[src/shared/instr_timing_pkg.sv]
// constants, opcode classes and timing figures for the execution timing engine
// assumes one system clock and a bus that completes each access in two clocks
package instr_timing_pkg;

   typedef enum logic [4:0] {
      OP_ALU_REG    = 5'h00,
      OP_ALU_MEM    = 5'h01,
      OP_MUL_W      = 5'h02,
      OP_DIVU_W     = 5'h03,
      OP_DIVS_W     = 5'h04,
      OP_MUL_L32    = 5'h05,
      OP_MUL_L64    = 5'h06,
      OP_DIVU_L     = 5'h07,
      OP_DIVS_L     = 5'h08,
      OP_TBL_RND    = 5'h09,
      OP_TBL_SRAW   = 5'h0a,
      OP_TBL_URAW   = 5'h0b,
      OP_DEC_MEM    = 5'h0c,
      OP_EXT_MEM    = 5'h0d,
      OP_ATOMIC_MEM = 5'h0e,
      OP_ATOMIC_REG = 5'h0f,
      OP_SHIFT_IMM  = 5'h10,
      OP_SHIFT_MEM  = 5'h11,
      OP_SHIFT_REG  = 5'h12,
      OP_ROTX_REG   = 5'h13,
      OP_ROTX_IMM   = 5'h14,
      OP_ALT_MOVE   = 5'h15
   } op_class_type;

   typedef enum logic [1:0] {
      ST_IDLE  = 2'b00,
      ST_RUN   = 2'b01,
      ST_DONE  = 2'b10
   } state_type;

   localparam int BUS_CLOCKS     = 2;   // every access
   localparam int LONG_EXTRA     = 2;   // clocks per extra long access
   localparam int SLOW_BUS_LIMIT = 4;   // starred word move-multiple cycle
   localparam int SAVE_HEAD      = 1;
   localparam int SAVE_TAIL      = 1;
   localparam int SAVE_CYC       = 3;
   localparam int CNT_W          = 8;
   localparam logic [CNT_W-1:0] CNT_RESET = 8'h00;

endpackage

[src/design/instr_timing.sv]
// execution timing engine: computes head, tail and total clocks and plays out the total
// assumes the issuing core holds operands stable while START is sampled
`timescale 1ns/100ps
module instr_timing #(
   parameter int CNT_W = 8
) (
   input  wire logic                              SYS_CLK,
   input  wire logic                              RESETN,
   input  wire logic                              START,
   input  wire instr_timing_pkg::op_class_type    OP_CLASS,
   input  wire logic                              LONG_OP,
   input  wire logic                              MEM_OPERAND,
   input  wire logic                              SIGNED_OP,
   input  wire logic [5:0]                        SHIFT_COUNT,
   input  wire logic [7:0]                        EA_HEAD,
   input  wire logic [7:0]                        EA_TAIL,
   input  wire logic [7:0]                        EA_CYCLES,
   input  wire logic [7:0]                        EARLY_FINISH,
   input  wire logic [7:0]                        PREV_TAIL,
   input  wire logic [7:0]                        EXTRA_BUS,
   output logic                                   BUSY,
   output logic                                   DONE,
   output logic [7:0]                             HEAD,
   output logic [7:0]                             TAIL,
   output logic [7:0]                             TOTAL,
   output logic [3:0]                             READS,
   output logic [3:0]                             PREFETCHES,
   output logic [3:0]                             WRITES
);
   import instr_timing_pkg::*;

   // the longest total must fit the play-out counter, a narrower one would wrap
   if (CNT_W < 8) begin
      $error("CNT_W too narrow for timing counts");
   end

   typedef struct packed {
      logic [7:0] h;
      logic [7:0] t;
      logic [7:0] c;
      logic [3:0] r;
      logic [3:0] p;
      logic [3:0] w;
      logic       save;
   } seg_type;

   // overlap of a following head with a preceding tail
   function automatic logic [7:0] overlap(input logic [7:0] tail_prev, input logic [7:0] head_next);
      overlap = (tail_prev < head_next) ? tail_prev : head_next;
   endfunction

   // register-count shift time, flat except for the count-dependent forms
   function automatic logic [7:0] shift_cycles(input logic [5:0] n, input logic rotx, input logic imm);
      logic [7:0] v;
      v = 8'h00;
      if (rotx && imm) begin
         v = 8'(2 + n + n[0]);
      end else if (rotx) begin
         // parity term kept one bit wide; an inverted bit would widen first
         v = 8'(3 + n + (n[0] ? 1'b0 : 1'b1));
      end else begin
         v = 8'(3 + (n >> 2) + n[1:0] + (((n >> 2) + n[1:0] + 1) & 6'h01));
      end
      shift_cycles = (v < 8'h06) ? 8'h06 : v;
   endfunction

   seg_type    op_seg;
   logic [7:0] long_adj;

   // operation segment lookup
   always_comb begin
      op_seg   = '{h: 8'h00, t: 8'h00, c: 8'h02, r: 4'h0, p: 4'h1, w: 4'h0, save: 1'b0};
      long_adj = LONG_OP ? 8'(LONG_EXTRA) : 8'h00;
      case (OP_CLASS)
         OP_ALU_REG:   op_seg.c = 8'h02;
         OP_ALU_MEM: begin
            op_seg.t = 8'h03 + long_adj;
            op_seg.c = 8'h05 + long_adj;
            op_seg.w = LONG_OP ? 4'h2 : 4'h1;
         end
         OP_MUL_W:     op_seg.c = 8'h1a;
         OP_DIVU_W:    op_seg.c = 8'h20;
         OP_DIVS_W:    op_seg.c = 8'h2a;
         OP_MUL_L32, OP_MUL_L64: begin
            op_seg.h    = 8'h02;
            op_seg.c    = (OP_CLASS == OP_MUL_L64) ? 8'h2e : 8'h34;
            op_seg.save = MEM_OPERAND;
         end
         OP_DIVU_L, OP_DIVS_L: begin
            op_seg.h    = 8'h02;
            op_seg.c    = (OP_CLASS == OP_DIVS_L) ? 8'h3e : 8'h2e;
            op_seg.save = MEM_OPERAND;
         end
         OP_TBL_RND: begin
            op_seg.h = 8'h1a;
            op_seg.c = 8'h1e;
            op_seg.p = 4'h2;
         end
         OP_TBL_SRAW: begin
            op_seg.h = 8'h1e;
            op_seg.c = 8'h22;
            op_seg.p = 4'h2;
         end
         OP_TBL_URAW: begin
            op_seg.h = 8'h1e;
            op_seg.c = 8'h28;
            op_seg.p = 4'h2;
         end
         OP_DEC_MEM, OP_EXT_MEM: begin
            op_seg.h = 8'h02;
            op_seg.t = 8'h02;
            op_seg.c = (OP_CLASS == OP_DEC_MEM) ? 8'h0c : 8'h0a;
            op_seg.r = 4'h2;
            op_seg.w = 4'h1;
         end
         OP_ATOMIC_MEM: begin
            op_seg.h = 8'h01;
            op_seg.c = 8'h0a;
            op_seg.w = 4'h1;
         end
         OP_ATOMIC_REG: begin
            op_seg.h = 8'h04;
            op_seg.c = 8'h06;
         end
         OP_SHIFT_IMM: begin
            op_seg.h = 8'h04;
            op_seg.c = 8'h06;
         end
         OP_SHIFT_MEM: begin
            op_seg.t = 8'h02;
            op_seg.c = 8'h06;
            op_seg.w = 4'h1;
         end
         OP_SHIFT_REG, OP_ROTX_REG, OP_ROTX_IMM: begin
            op_seg.c = shift_cycles(SHIFT_COUNT, OP_CLASS != OP_SHIFT_REG, OP_CLASS == OP_ROTX_IMM);
            op_seg.h = op_seg.c - 8'h02;
         end
         OP_ALT_MOVE: begin
            op_seg.h    = MEM_OPERAND ? 8'h07 : 8'h09;
            op_seg.t    = MEM_OPERAND ? 8'h01 : 8'h02;
            op_seg.c    = MEM_OPERAND ? 8'h0b : 8'h0c;
            op_seg.save = 1'b1;
         end
         default:      op_seg.c = 8'h02;
      endcase
      // maximum entries may finish early, never late
      if ((OP_CLASS inside {OP_DIVU_L, OP_DIVS_L, OP_MUL_L32, OP_TBL_RND, OP_TBL_SRAW, OP_TBL_URAW})
          && (EARLY_FINISH < op_seg.c - op_seg.h))
         op_seg.c = op_seg.c - EARLY_FINISH;
   end

   // segment chain: save, address, operation with overlap
   logic [7:0] sum_total;
   logic [7:0] sum_head;
   logic [7:0] sum_tail;
   logic [7:0] run_tail;
   logic [7:0] slow_head;
   logic [7:0] slow_over;

   always_comb begin
      sum_total = 8'h00;
      run_tail  = PREV_TAIL;
      sum_head  = 8'h00;
      if (op_seg.save) begin
         sum_total = 8'(SAVE_CYC) - overlap(run_tail, 8'(SAVE_HEAD));
         sum_head  = 8'(SAVE_HEAD);
         run_tail  = 8'(SAVE_TAIL);
      end
      // address step, supplied by the core's address tables
      sum_total = sum_total + EA_CYCLES - overlap(run_tail, EA_HEAD);
      if (!op_seg.save)
         sum_head = EA_HEAD;
      if (EA_CYCLES != 8'h00)
         run_tail = EA_TAIL;
      // long operand clocks already sit in op_seg.c, so none are added here
      sum_total = sum_total + op_seg.c - overlap(run_tail, op_seg.h);
      if (!op_seg.save && EA_CYCLES == 8'h00)
         sum_head = op_seg.h;
      sum_tail  = op_seg.t;
      // slower bus: eat head first, then grow tail and total
      slow_head = (EXTRA_BUS < sum_head) ? EXTRA_BUS : sum_head;
      slow_over = EXTRA_BUS - slow_head;
      sum_head  = sum_head - slow_head;
      sum_tail  = sum_tail + slow_over;
      sum_total = sum_total + slow_over;
   end

   // play-out state: busy for one clock less than the total count, then done for one clock
   state_type        state_reg,  state_next;
   logic [CNT_W-1:0] count_reg,  count_next;
   logic [7:0]       head_reg,   head_next;
   logic [7:0]       tail_reg,   tail_next;
   logic [7:0]       total_reg,  total_next;
   logic [11:0]      rpw_reg,    rpw_next;

   always_comb begin
      state_next = state_reg;
      count_next = count_reg;
      head_next  = head_reg;
      tail_next  = tail_reg;
      total_next = total_reg;
      rpw_next   = rpw_reg;
      case (state_reg)
         ST_IDLE, ST_DONE: begin
            state_next = ST_IDLE;
            if (START) begin
               head_next  = sum_head;
               tail_next  = sum_tail;
               total_next = sum_total;
               rpw_next   = {op_seg.r, op_seg.p + 4'(op_seg.save), op_seg.w};
               count_next = CNT_W'(sum_total);
               state_next = (sum_total > 8'h01) ? ST_RUN : ST_DONE;
            end
         end
         ST_RUN: begin
            count_next = count_reg - 1'b1;
            if (count_reg <= CNT_W'(2))
               state_next = ST_DONE;
         end
         default: state_next = ST_IDLE;
      endcase
   end

   always_ff @(posedge SYS_CLK or negedge RESETN) begin
      if (!RESETN) begin
         state_reg <= ST_IDLE;
         count_reg <= CNT_W'(CNT_RESET);
         head_reg  <= 8'h00;
         tail_reg  <= 8'h00;
         total_reg <= 8'h00;
         rpw_reg   <= 12'h000;
      end else begin
         state_reg <= state_next;
         count_reg <= count_next;
         head_reg  <= head_next;
         tail_reg  <= tail_next;
         total_reg <= total_next;
         rpw_reg   <= rpw_next;
      end
   end

   // outputs; decoded from the play-out state and the registered results of the last start
   assign BUSY       = (state_reg == ST_RUN);
   assign DONE       = (state_reg == ST_DONE);
   assign HEAD       = head_reg;
   assign TAIL       = tail_reg;
   assign TOTAL      = total_reg;
   assign READS      = rpw_reg[11:8];
   assign PREFETCHES = rpw_reg[7:4];
   assign WRITES     = rpw_reg[3:0];

endmodule

[config.mk]
export PLATFORM = sky130hd
export DESIGN_NAME = instr_timing
export DESIGN_NICKNAME = d
export VERILOG_FILES = /design/src/shared/instr_timing_pkg.sv /design/src/design/instr_timing.sv
export SDC_FILE = /design/constraint.sdc
export NUM_CORES = 1
export LEC_CHECK = 0
export ABC_AREA = 1
export BUFFER_PORTS_ARGS = -buffer_cell sky130_fd_sc_hd__clkbuf_2
export CELL_PAD_IN_SITES_DETAIL_PLACEMENT = 1
export CELL_PAD_IN_SITES_GLOBAL_PLACEMENT = 2
export CORE_MARGIN = 4
export CORE_UTILIZATION = 29
export CTS_CLUSTER_SIZE = 20
export DETAILED_ROUTE_END_ITERATION = 10
export PLACE_DENSITY = 0.87
export SLEW_MARGIN = 0
export SYNTH_ARGS = -nofsm -noshare
export SYNTH_HDL_FRONTEND = slang
export SYNTH_SLANG_ARGS = --single-unit
[constraint.sdc]
create_clock -name SYS_CLK -period 1.2 [get_ports SYS_CLK]
set_input_delay 0.06 -clock SYS_CLK [delete_from_list [all_inputs] [get_ports SYS_CLK]]
set_output_delay 0.06 -clock SYS_CLK [all_outputs]
set_load 0.02 [all_outputs]
* After elaboration in Yosys (flattened, before gate mapping)
Index checks and enable logic that the tools add are counted.
** Word-level totals
- Register bits after elaboration :: 46
- Bits of input ports :: 65
- Output and inout bits :: 38
- Logic and storage cells :: 125
** Operators by class
- $add $sub $neg :: 25
- Order comparisons :: 8
- Equality and inequality tests :: 26
- Muxes and demuxes :: 36
- Reductions and logical operators :: 24
** Operators by type and width (count)
- $mux W8 :: 15
- $pmux W8 S14 :: 1
- $pmux W8 S7 :: 1
- $sub A8 B8 Y8 :: 6
- $eq A5 B4 Y1 const B :: 8
- $add A8 B8 Y8 :: 4
- $lt A8 B8 Y1 :: 4
- $eq A5 B5 Y1 const B :: 6
- $eq A5 B3 Y1 const B :: 4
- $add A7 B1 Y8 :: 2
- $mux W2 :: 8
- $pmux W8 S2 :: 1
- $add A2 B6 Y7 const A :: 2
- $reduce_or A2 Y1 :: 6
- $reduce_or A3 Y1 :: 4
- $eq A5 B2 Y1 const B :: 2
- $mux W5 :: 2
- $pmux W3 S3 :: 1
- $gt A8 B1 Y1 const B :: 1
- $le A8 B2 Y1 const B :: 1
- $logic_not A8 Y1 :: 1
- $lt A8 B1 Y1 const B :: 1
- $lt A8 B3 Y1 const B :: 1
- $pmux W2 S2 :: 2
- 30 further kinds :: 35

* Logic depth before layout (Yosys ltp)
- Depth after elaboration :: 21
- Gate-level depth with buffers :: 63
- Gate-level depth less buffers :: 63

* Worst setup path after synthesis
Ideal clock, no wire load.
- Path type :: input to register
- Start point :: input SHIFT_COUNT[0]
- End point :: register state_reg[1]
- Setup time :: 117 ps
- Arrival :: 8672 ps
- Required time :: 1083 ps
- Path slack :: -7589 ps
- Cell stages on the path :: 54
- Buffers on the path :: 0
- Cell sequence :: inv_1 -> ha_1 -> xnor2_1 -> ha_1 -> fa_1 -> inv_1 -> nand4_1 -> nand2_1 -> inv_1 -> nand2_1 -> nor2_1 -> nor2_2 -> nand2_2 -> nand2_1 -> inv_1 -> ha_1 -> nor2_1 -> nor4_1 -> [... 18 more ...] -> inv_1 -> fa_1 -> ha_1 -> inv_1 -> fa_1 -> o21ai_0 -> a21oi_1 -> nor2_1 -> nor2_1 -> xor2_1 -> xnor3_1 -> xor2_1 -> xnor2_1 -> inv_1 -> nand2_1 -> nand2_2 -> nand3_1 -> nand2_1
** On the way
- Cells in the longest elaborated chain, start to end :: 21
- Elaborated cells on any way between the ends :: 35
- Classes of those cells :: add/sub (15); order compare (5); mux (14); reduce/logical (1)
** Ends and longest elaborated chain
- start: declaration :: RTL line instr_timing.sv:14 : input wire logic [5:0] SHIFT_COUNT,
- parallel branches: the longest is 4 deep, another holds $add A7 B1 Y8
- $mux W8 (*) :: RTL line instr_timing.sv:56 : if (rotx && imm) begin
- $mux W8 (*) :: RTL line instr_timing.sv:74 : case (OP_CLASS)
- $lt A8 B3 Y1 :: RTL line instr_timing.sv:64 : shift_cycles = (v < 8'h06) ? 8'h06 : v;
- $mux W8 (*) :: RTL line instr_timing.sv:64
- $sub A8 B2 Y8 :: RTL line instr_timing.sv:136 : op_seg.h = op_seg.c - 8'h02;
- $pmux W8 S7 :: RTL line instr_timing.sv:74
- $sub A8 B8 Y8 :: RTL line instr_timing.sv:148 : && (EARLY_FINISH < op_seg.c - op_seg.h))
- [... 2 more ...]
- $mux W8 :: RTL line instr_timing.sv:147 : if ((OP_CLASS inside {OP_DIVU_L, OP_DIVS_L, OP_MUL_L32, OP_TBL_RND, OP_TBL_SRAW, OP_TBL_URAW})
- $add A8 B8 Y8 :: RTL line instr_timing.sv:176 : sum_total = sum_total + op_seg.c - overlap(run_tail, op_seg.h);
- $sub A8 B8 Y8 :: RTL line instr_timing.sv:176
- $add A8 B8 Y8 (*) :: RTL line instr_timing.sv:185 : sum_total = sum_total + slow_over;
- $gt A8 B1 Y1 (*) :: RTL line instr_timing.sv:212 : state_next = (sum_total > 8'h01) ? ST_RUN : ST_DONE;
- $mux W2 (*) :: RTL line instr_timing.sv:212
- $mux W2 (*) :: RTL line instr_timing.sv:206 : if (START) begin
- $pmux W2 S2 (*) :: RTL line instr_timing.sv:203 : case (state_reg)
- end signal: assignment :: RTL line instr_timing.sv:233 : state_reg <= state_next;
- end: declaration :: RTL line instr_timing.sv:189 : state_type state_reg, state_next;
Every way passes the cells marked *. The select of a mux whose other input is x is not followed.
A chain may end at the register's enable or synchronous reset.

* Final worst setup path
- Start point :: input SHIFT_COUNT[0]
- End point :: register count_reg[7]
** On the way
- Cells in the longest elaborated chain, start to end :: 19
- Elaborated cells on any way between the ends :: 33
- Classes of those cells :: add/sub (15); order compare (4); mux (13); reduce/logical (1)
** Ends and longest elaborated chain
- parallel branches: the longest is 4 deep, another holds $add A7 B1 Y8
- $mux W8 (*) :: RTL line instr_timing.sv:56
- $mux W8 (*) :: RTL line instr_timing.sv:74
- $lt A8 B3 Y1 :: RTL line instr_timing.sv:64
- $mux W8 (*) :: RTL line instr_timing.sv:64
- $sub A8 B2 Y8 :: RTL line instr_timing.sv:136
- $pmux W8 S7 :: RTL line instr_timing.sv:74
- $sub A8 B8 Y8 :: RTL line instr_timing.sv:148
- $lt A8 B8 Y1 :: RTL line instr_timing.sv:148
- $logic_and A1 B1 Y1 :: RTL line instr_timing.sv:148
- $mux W8 :: RTL line instr_timing.sv:147
- $add A8 B8 Y8 :: RTL line instr_timing.sv:176
- $sub A8 B8 Y8 :: RTL line instr_timing.sv:176
- $add A8 B8 Y8 (*) :: RTL line instr_timing.sv:185
- $mux W8 (*) :: RTL line instr_timing.sv:206
- $pmux W8 S2 (*) :: RTL line instr_timing.sv:203
- end signal: assignment :: RTL line instr_timing.sv:227 : count_reg <= CNT_W'(CNT_RESET);
- end signal: assignment :: RTL line instr_timing.sv:234 : count_reg <= count_next;
- end: declaration :: RTL line instr_timing.sv:190 : logic [CNT_W-1:0] count_reg, count_next;
Marks and branches as above.

==> implementation parameters <==
Parameter                              Value

Run status
  Run status    finished, violations left
  Violations in the final reports    negative setup slack

Clocking
  Clock tree from TritonCTS    yes
  CTS Buf Count    5
  CTS HTree Levels    2
  Maximum buffer depth of the clock tree    2
  Clock transition at the register clock pins on the worst setup and hold paths after CTS    0.06 ns
  Worst-Skew Late Latency    0.29 ns
  TritonCTS Sinks    40
  CTS Root Cell    sky130_fd_sc_hd__clkbuf_16

Floorplanning
  Horizontal die dimension    159.3 µm
  Initial core utilization    29.40%
  Count of standard-cell rows    55
  Placeable core region    0.02257 mm²
  Die Y-Extent    159.3 µm
  Num ports    103
  Overall die area    0.02537 mm²

Logic synthesis
  Total of flip-flops plus latches after synthesis    40
  Yosys cell types    51
  Share of the yosys chip area belonging to registers    15.08%
  Share of the synthesized area in the top cell type    15.08%
  Count of flip-flops with a built-in enable after synthesis    0
  Yosys synthesis warning count    0
  Cell taking the most area after synthesis    sky130_fd_sc_hd__dfrtp_1
  Proportion of synthesized flip-flops having asynchronous set or reset    100.0%
  Most used DFF post-synth    sky130_fd_sc_hd__dfrtp_1
  Number of instances in the synthesized netlist    978
  Largest cells by area after synthesis    sky130_fd_sc_hd__dfrtp_1, sky130_fd_sc_hd__ha_1, sky130_fd_sc_hd__nand2_1
  Cell area after technology mapping    0.006636 mm²
  Per-instance average area after synthesis    6.786 µm²

Timing
  Fin Clk Skew    0.003347 ns
  Count of final setup violators    39
  Slew of the pin with the lowest slew margin    0.8131 ns
  Setup repair after global routing missed its margin    true
  Crit share post-route    729.8%
  Sum of negative setup slack    -181.53 ns
  Max transition margin    45.79%
  Post-layout worst setup margin    -7.558 ns
  Hold Fails Final Rpt    0
  Time the final worst path needs with I/O delays and setup    8.758 ns
  Max Transition Viols Final    0
  Worst hold slack across all endpoints    0.2682 ns
  Highest attainable clock frequency    114.2 MHz

Worst hold path
  Worst hold path class    in2reg
  Origin of the worst min-delay path    LONG_OP
  Capture endpoint of the worst hold path    rpw_reg[0]$_DFFE_PN0P_
  Hold Path Depth    4

Routing
  Detailed router's first-iteration violation count    383
  Remaining antenna violation count after routing    0
  First-pass iteration count of the detailed router    5
  DR WL/cell    20.96 µm
  Final routed wirelength across all metal layers    35.84 mm
  Detailed-route vias per instance    5.125
  DRC    0
  Via total after detailed routing    8,763

Critical path
  Launching element of the worst setup path    SHIFT_COUNT[0]
  R2R Path Start    count_reg[0]$_DFFE_PN0P_
  Slowest cell on the critical path    sky130_fd_sc_hd__fa_1
  Critical Path End Type    flop
  Critical path fanouts, max    6
  Worst R2R Setup Slack    -0.52 ns
  Critical path's largest stage delay    0.61 ns
  Req. time, crit path    1.39 ns
  Setup Crit Path Kind    in2reg
  Worst path arrival time    8.94 ns
  Count of cells along the worst register-to-register path    8
  RR Endpoint    count_reg[6]$_DFFE_PN0P_
  Type of element launching the critical path    input port

Cells and area
  Final core utilization    52.43%
  Most frequent cells in the layout    sky130_fd_sc_hd__buf_4, sky130_fd_sc_hd__nand2_1, sky130_fd_sc_hd__inv_1, sky130_fd_sc_hd__clkbuf_2, sky130_fd_sc_hd__nor2_1
  Fraction of layout instances using a drive strength above 1    52.25%
  Relative area change from synthesis to final layout    78.34%
  Most common cell after layout, fill and taps aside    sky130_fd_sc_hd__buf_4
  Final net count    1,599
  Final std cells w/o fill    1,710
  Fill count    2,784

Global route
  Number of global-route vias before repair    9,326
  Initial antenna violation count    1
  Pin count of the biggest net entering global routing    41
  GRT Resource Usage Total    23.04%
  GRT Residual Overflow    0
  Global-route wire length before repair    47.66 mm

Power
  Power share of the sequential group    8.2%
  Clock share of power    4.5%
  P_leak    6.104 nW
  Internal power    15.04 mW
  NetSw    14.50 mW
  Power per standard cell area    2496 mW/mm²
  Switching share of power    49.08%
  Peak ir drop on the vdd network    1982 µV
  Combinational power share    87.3%

Placement
  Port Buf Inserts    95
  Last weighted congestion value of the routability-driven placer    0.9154
  Post-placement setup slack    -7.639 ns
  Detailed placement HPWL    22.79 mm
  Placed insts    1,635

Run
  Number of max-cap violations    0
[layer usage]
metal | routed length, µm | track usage [%] | part of all wire (%) | up-vias
met3 | 1403 | 2.770 | 3.9 | 117
met5 | 0 | 0 | 0 | -
met2 | 19230 | 44.40 | 54 | 294
met1 | 13300 | 25.26 | 37 | 4340
met4 | 1907 | 9.901 | 5.3 | 0
li1 | - | - | - | 4012
[cells in the mapped netlist, types with 2 or more instances]
cell type,number
sky130_fd_sc_hd__fa_1,31
sky130_fd_sc_hd__o211ai_1,4
sky130_fd_sc_hd__nand4_1,14
sky130_fd_sc_hd__nand3_1,54
sky130_fd_sc_hd__o22ai_1,8
sky130_fd_sc_hd__nor2_1,90
sky130_fd_sc_hd__buf_6,3
sky130_fd_sc_hd__o221ai_1,3
sky130_fd_sc_hd__conb_1,2
sky130_fd_sc_hd__inv_1,171
sky130_fd_sc_hd__nand3b_1,2
sky130_fd_sc_hd__o21ai_1,8
sky130_fd_sc_hd__nand2_1,217
sky130_fd_sc_hd__o21a_1,2
sky130_fd_sc_hd__nor2_2,8
sky130_fd_sc_hd__nor3_1,12
sky130_fd_sc_hd__xor2_1,21
sky130_fd_sc_hd__clkbuf_1,6
sky130_fd_sc_hd__a211oi_1,7
sky130_fd_sc_hd__o21ai_0,61
sky130_fd_sc_hd__buf_4,7
sky130_fd_sc_hd__inv_2,8
sky130_fd_sc_hd__a21oi_1,39
sky130_fd_sc_hd__nand3_2,9
sky130_fd_sc_hd__nand3_4,2
sky130_fd_sc_hd__xnor2_1,12
sky130_fd_sc_hd__nand2_2,20
sky130_fd_sc_hd__o21ai_2,2
sky130_fd_sc_hd__dfrtp_1,40
sky130_fd_sc_hd__a21oi_4,3
sky130_fd_sc_hd__nor4_1,4
sky130_fd_sc_hd__ha_1,79
sky130_fd_sc_hd__buf_2,3
sky130_fd_sc_hd__nor2_4,6
sky130_fd_sc_hd__a31oi_1,4
[final cells by class]
type / count / area (µm²) / share of cell area (%)
multi-input combinational: 747 / 6166 / 52.10
sequential: 40 / 1001 / 8.458
clock inverter: 1 / 5.005 / 0.04229
tap: 285 / 356.6 / 3.013
inverter: 181 / 737.0 / 6.227
clock buffer: 6 / 128.9 / 1.089
timing repair buffer: 449 / 3438 / 29.05
antenna: 1 / 2.502 / 0.02114
[timing repair]
action / 4_1_cts / 5_1_grt
gates resized for setup: 165 / 146
hold buffers: 1 / 0
setup buffers: 46 / 35
endpoints found under the hold margin: 40 / 0
gates cloned: 1 / 1
pin swaps: 102 / 58
setup endpoints to repair: 39 / 42
[worst max-delay path: cells and delay by family]
family	cells	cell delay, ns
buffers and inverters	14	1.31
adders and majority gates	10	3.34
and+or+nand+nor	22	1.98
AOI/OAI and AO/OA	7	0.95
xor gates and xnor gates	6	1.28
[how the worst max path moves through the flow]
| stage | endpoint | slack [ns] |
|---|---|---|
| 6_report | count_reg[7]$_DFFE_PN0P_ | -7.56 |
| 5_1_grt | count_reg[7]$_DFFE_PN0P_ | -7.85 |
| 4_1_cts | count_reg[7]$_DFFE_PN0P_ | -6.98 |
| 3_5_place_dp | TOTAL[7]$_DFFE_PN0P_ | -7.64 |
| 3_3_place_gp | count_reg[7]$_DFFE_PN0P_ | -7.20 |
| 2_1_floorplan | state_reg[1]$_DFFE_PN0P_ | -6.84 |
[cell families after synthesis]
family / share of synthesized area (%)
xor gates and xnor gates: 4.940
buffers and inverters: 12.14
other: 0.1132
and+or+nand+nor: 30.58
AOI/OAI and AO/OA: 12.90
adders and majority gates: 24.25
DFF: 15.08
[metrics by stage]
step	instance area [µm²]	power, mW
after global routing	11830	31.07
after CTS	11040	23.92
final	11840	29.53
after detailed placement	9894	19.20
after global placement	9894	18.14
after floorplan	7010	11.64
[power by group through the flow]
stage / Clock [mW] / Combinational (mW) / Sequential, mW
finish: 1.32 / 25.8 / 2.42
floorplan: 0 / 8.78 / 2.86
global placement: 0 / 15.8 / 2.35
detailed placement: 0 / 16.8 / 2.38
CTS: 1.31 / 20.3 / 2.36
global route: 1.37 / 27.2 / 2.49
(Power assumes the default switching activity.)
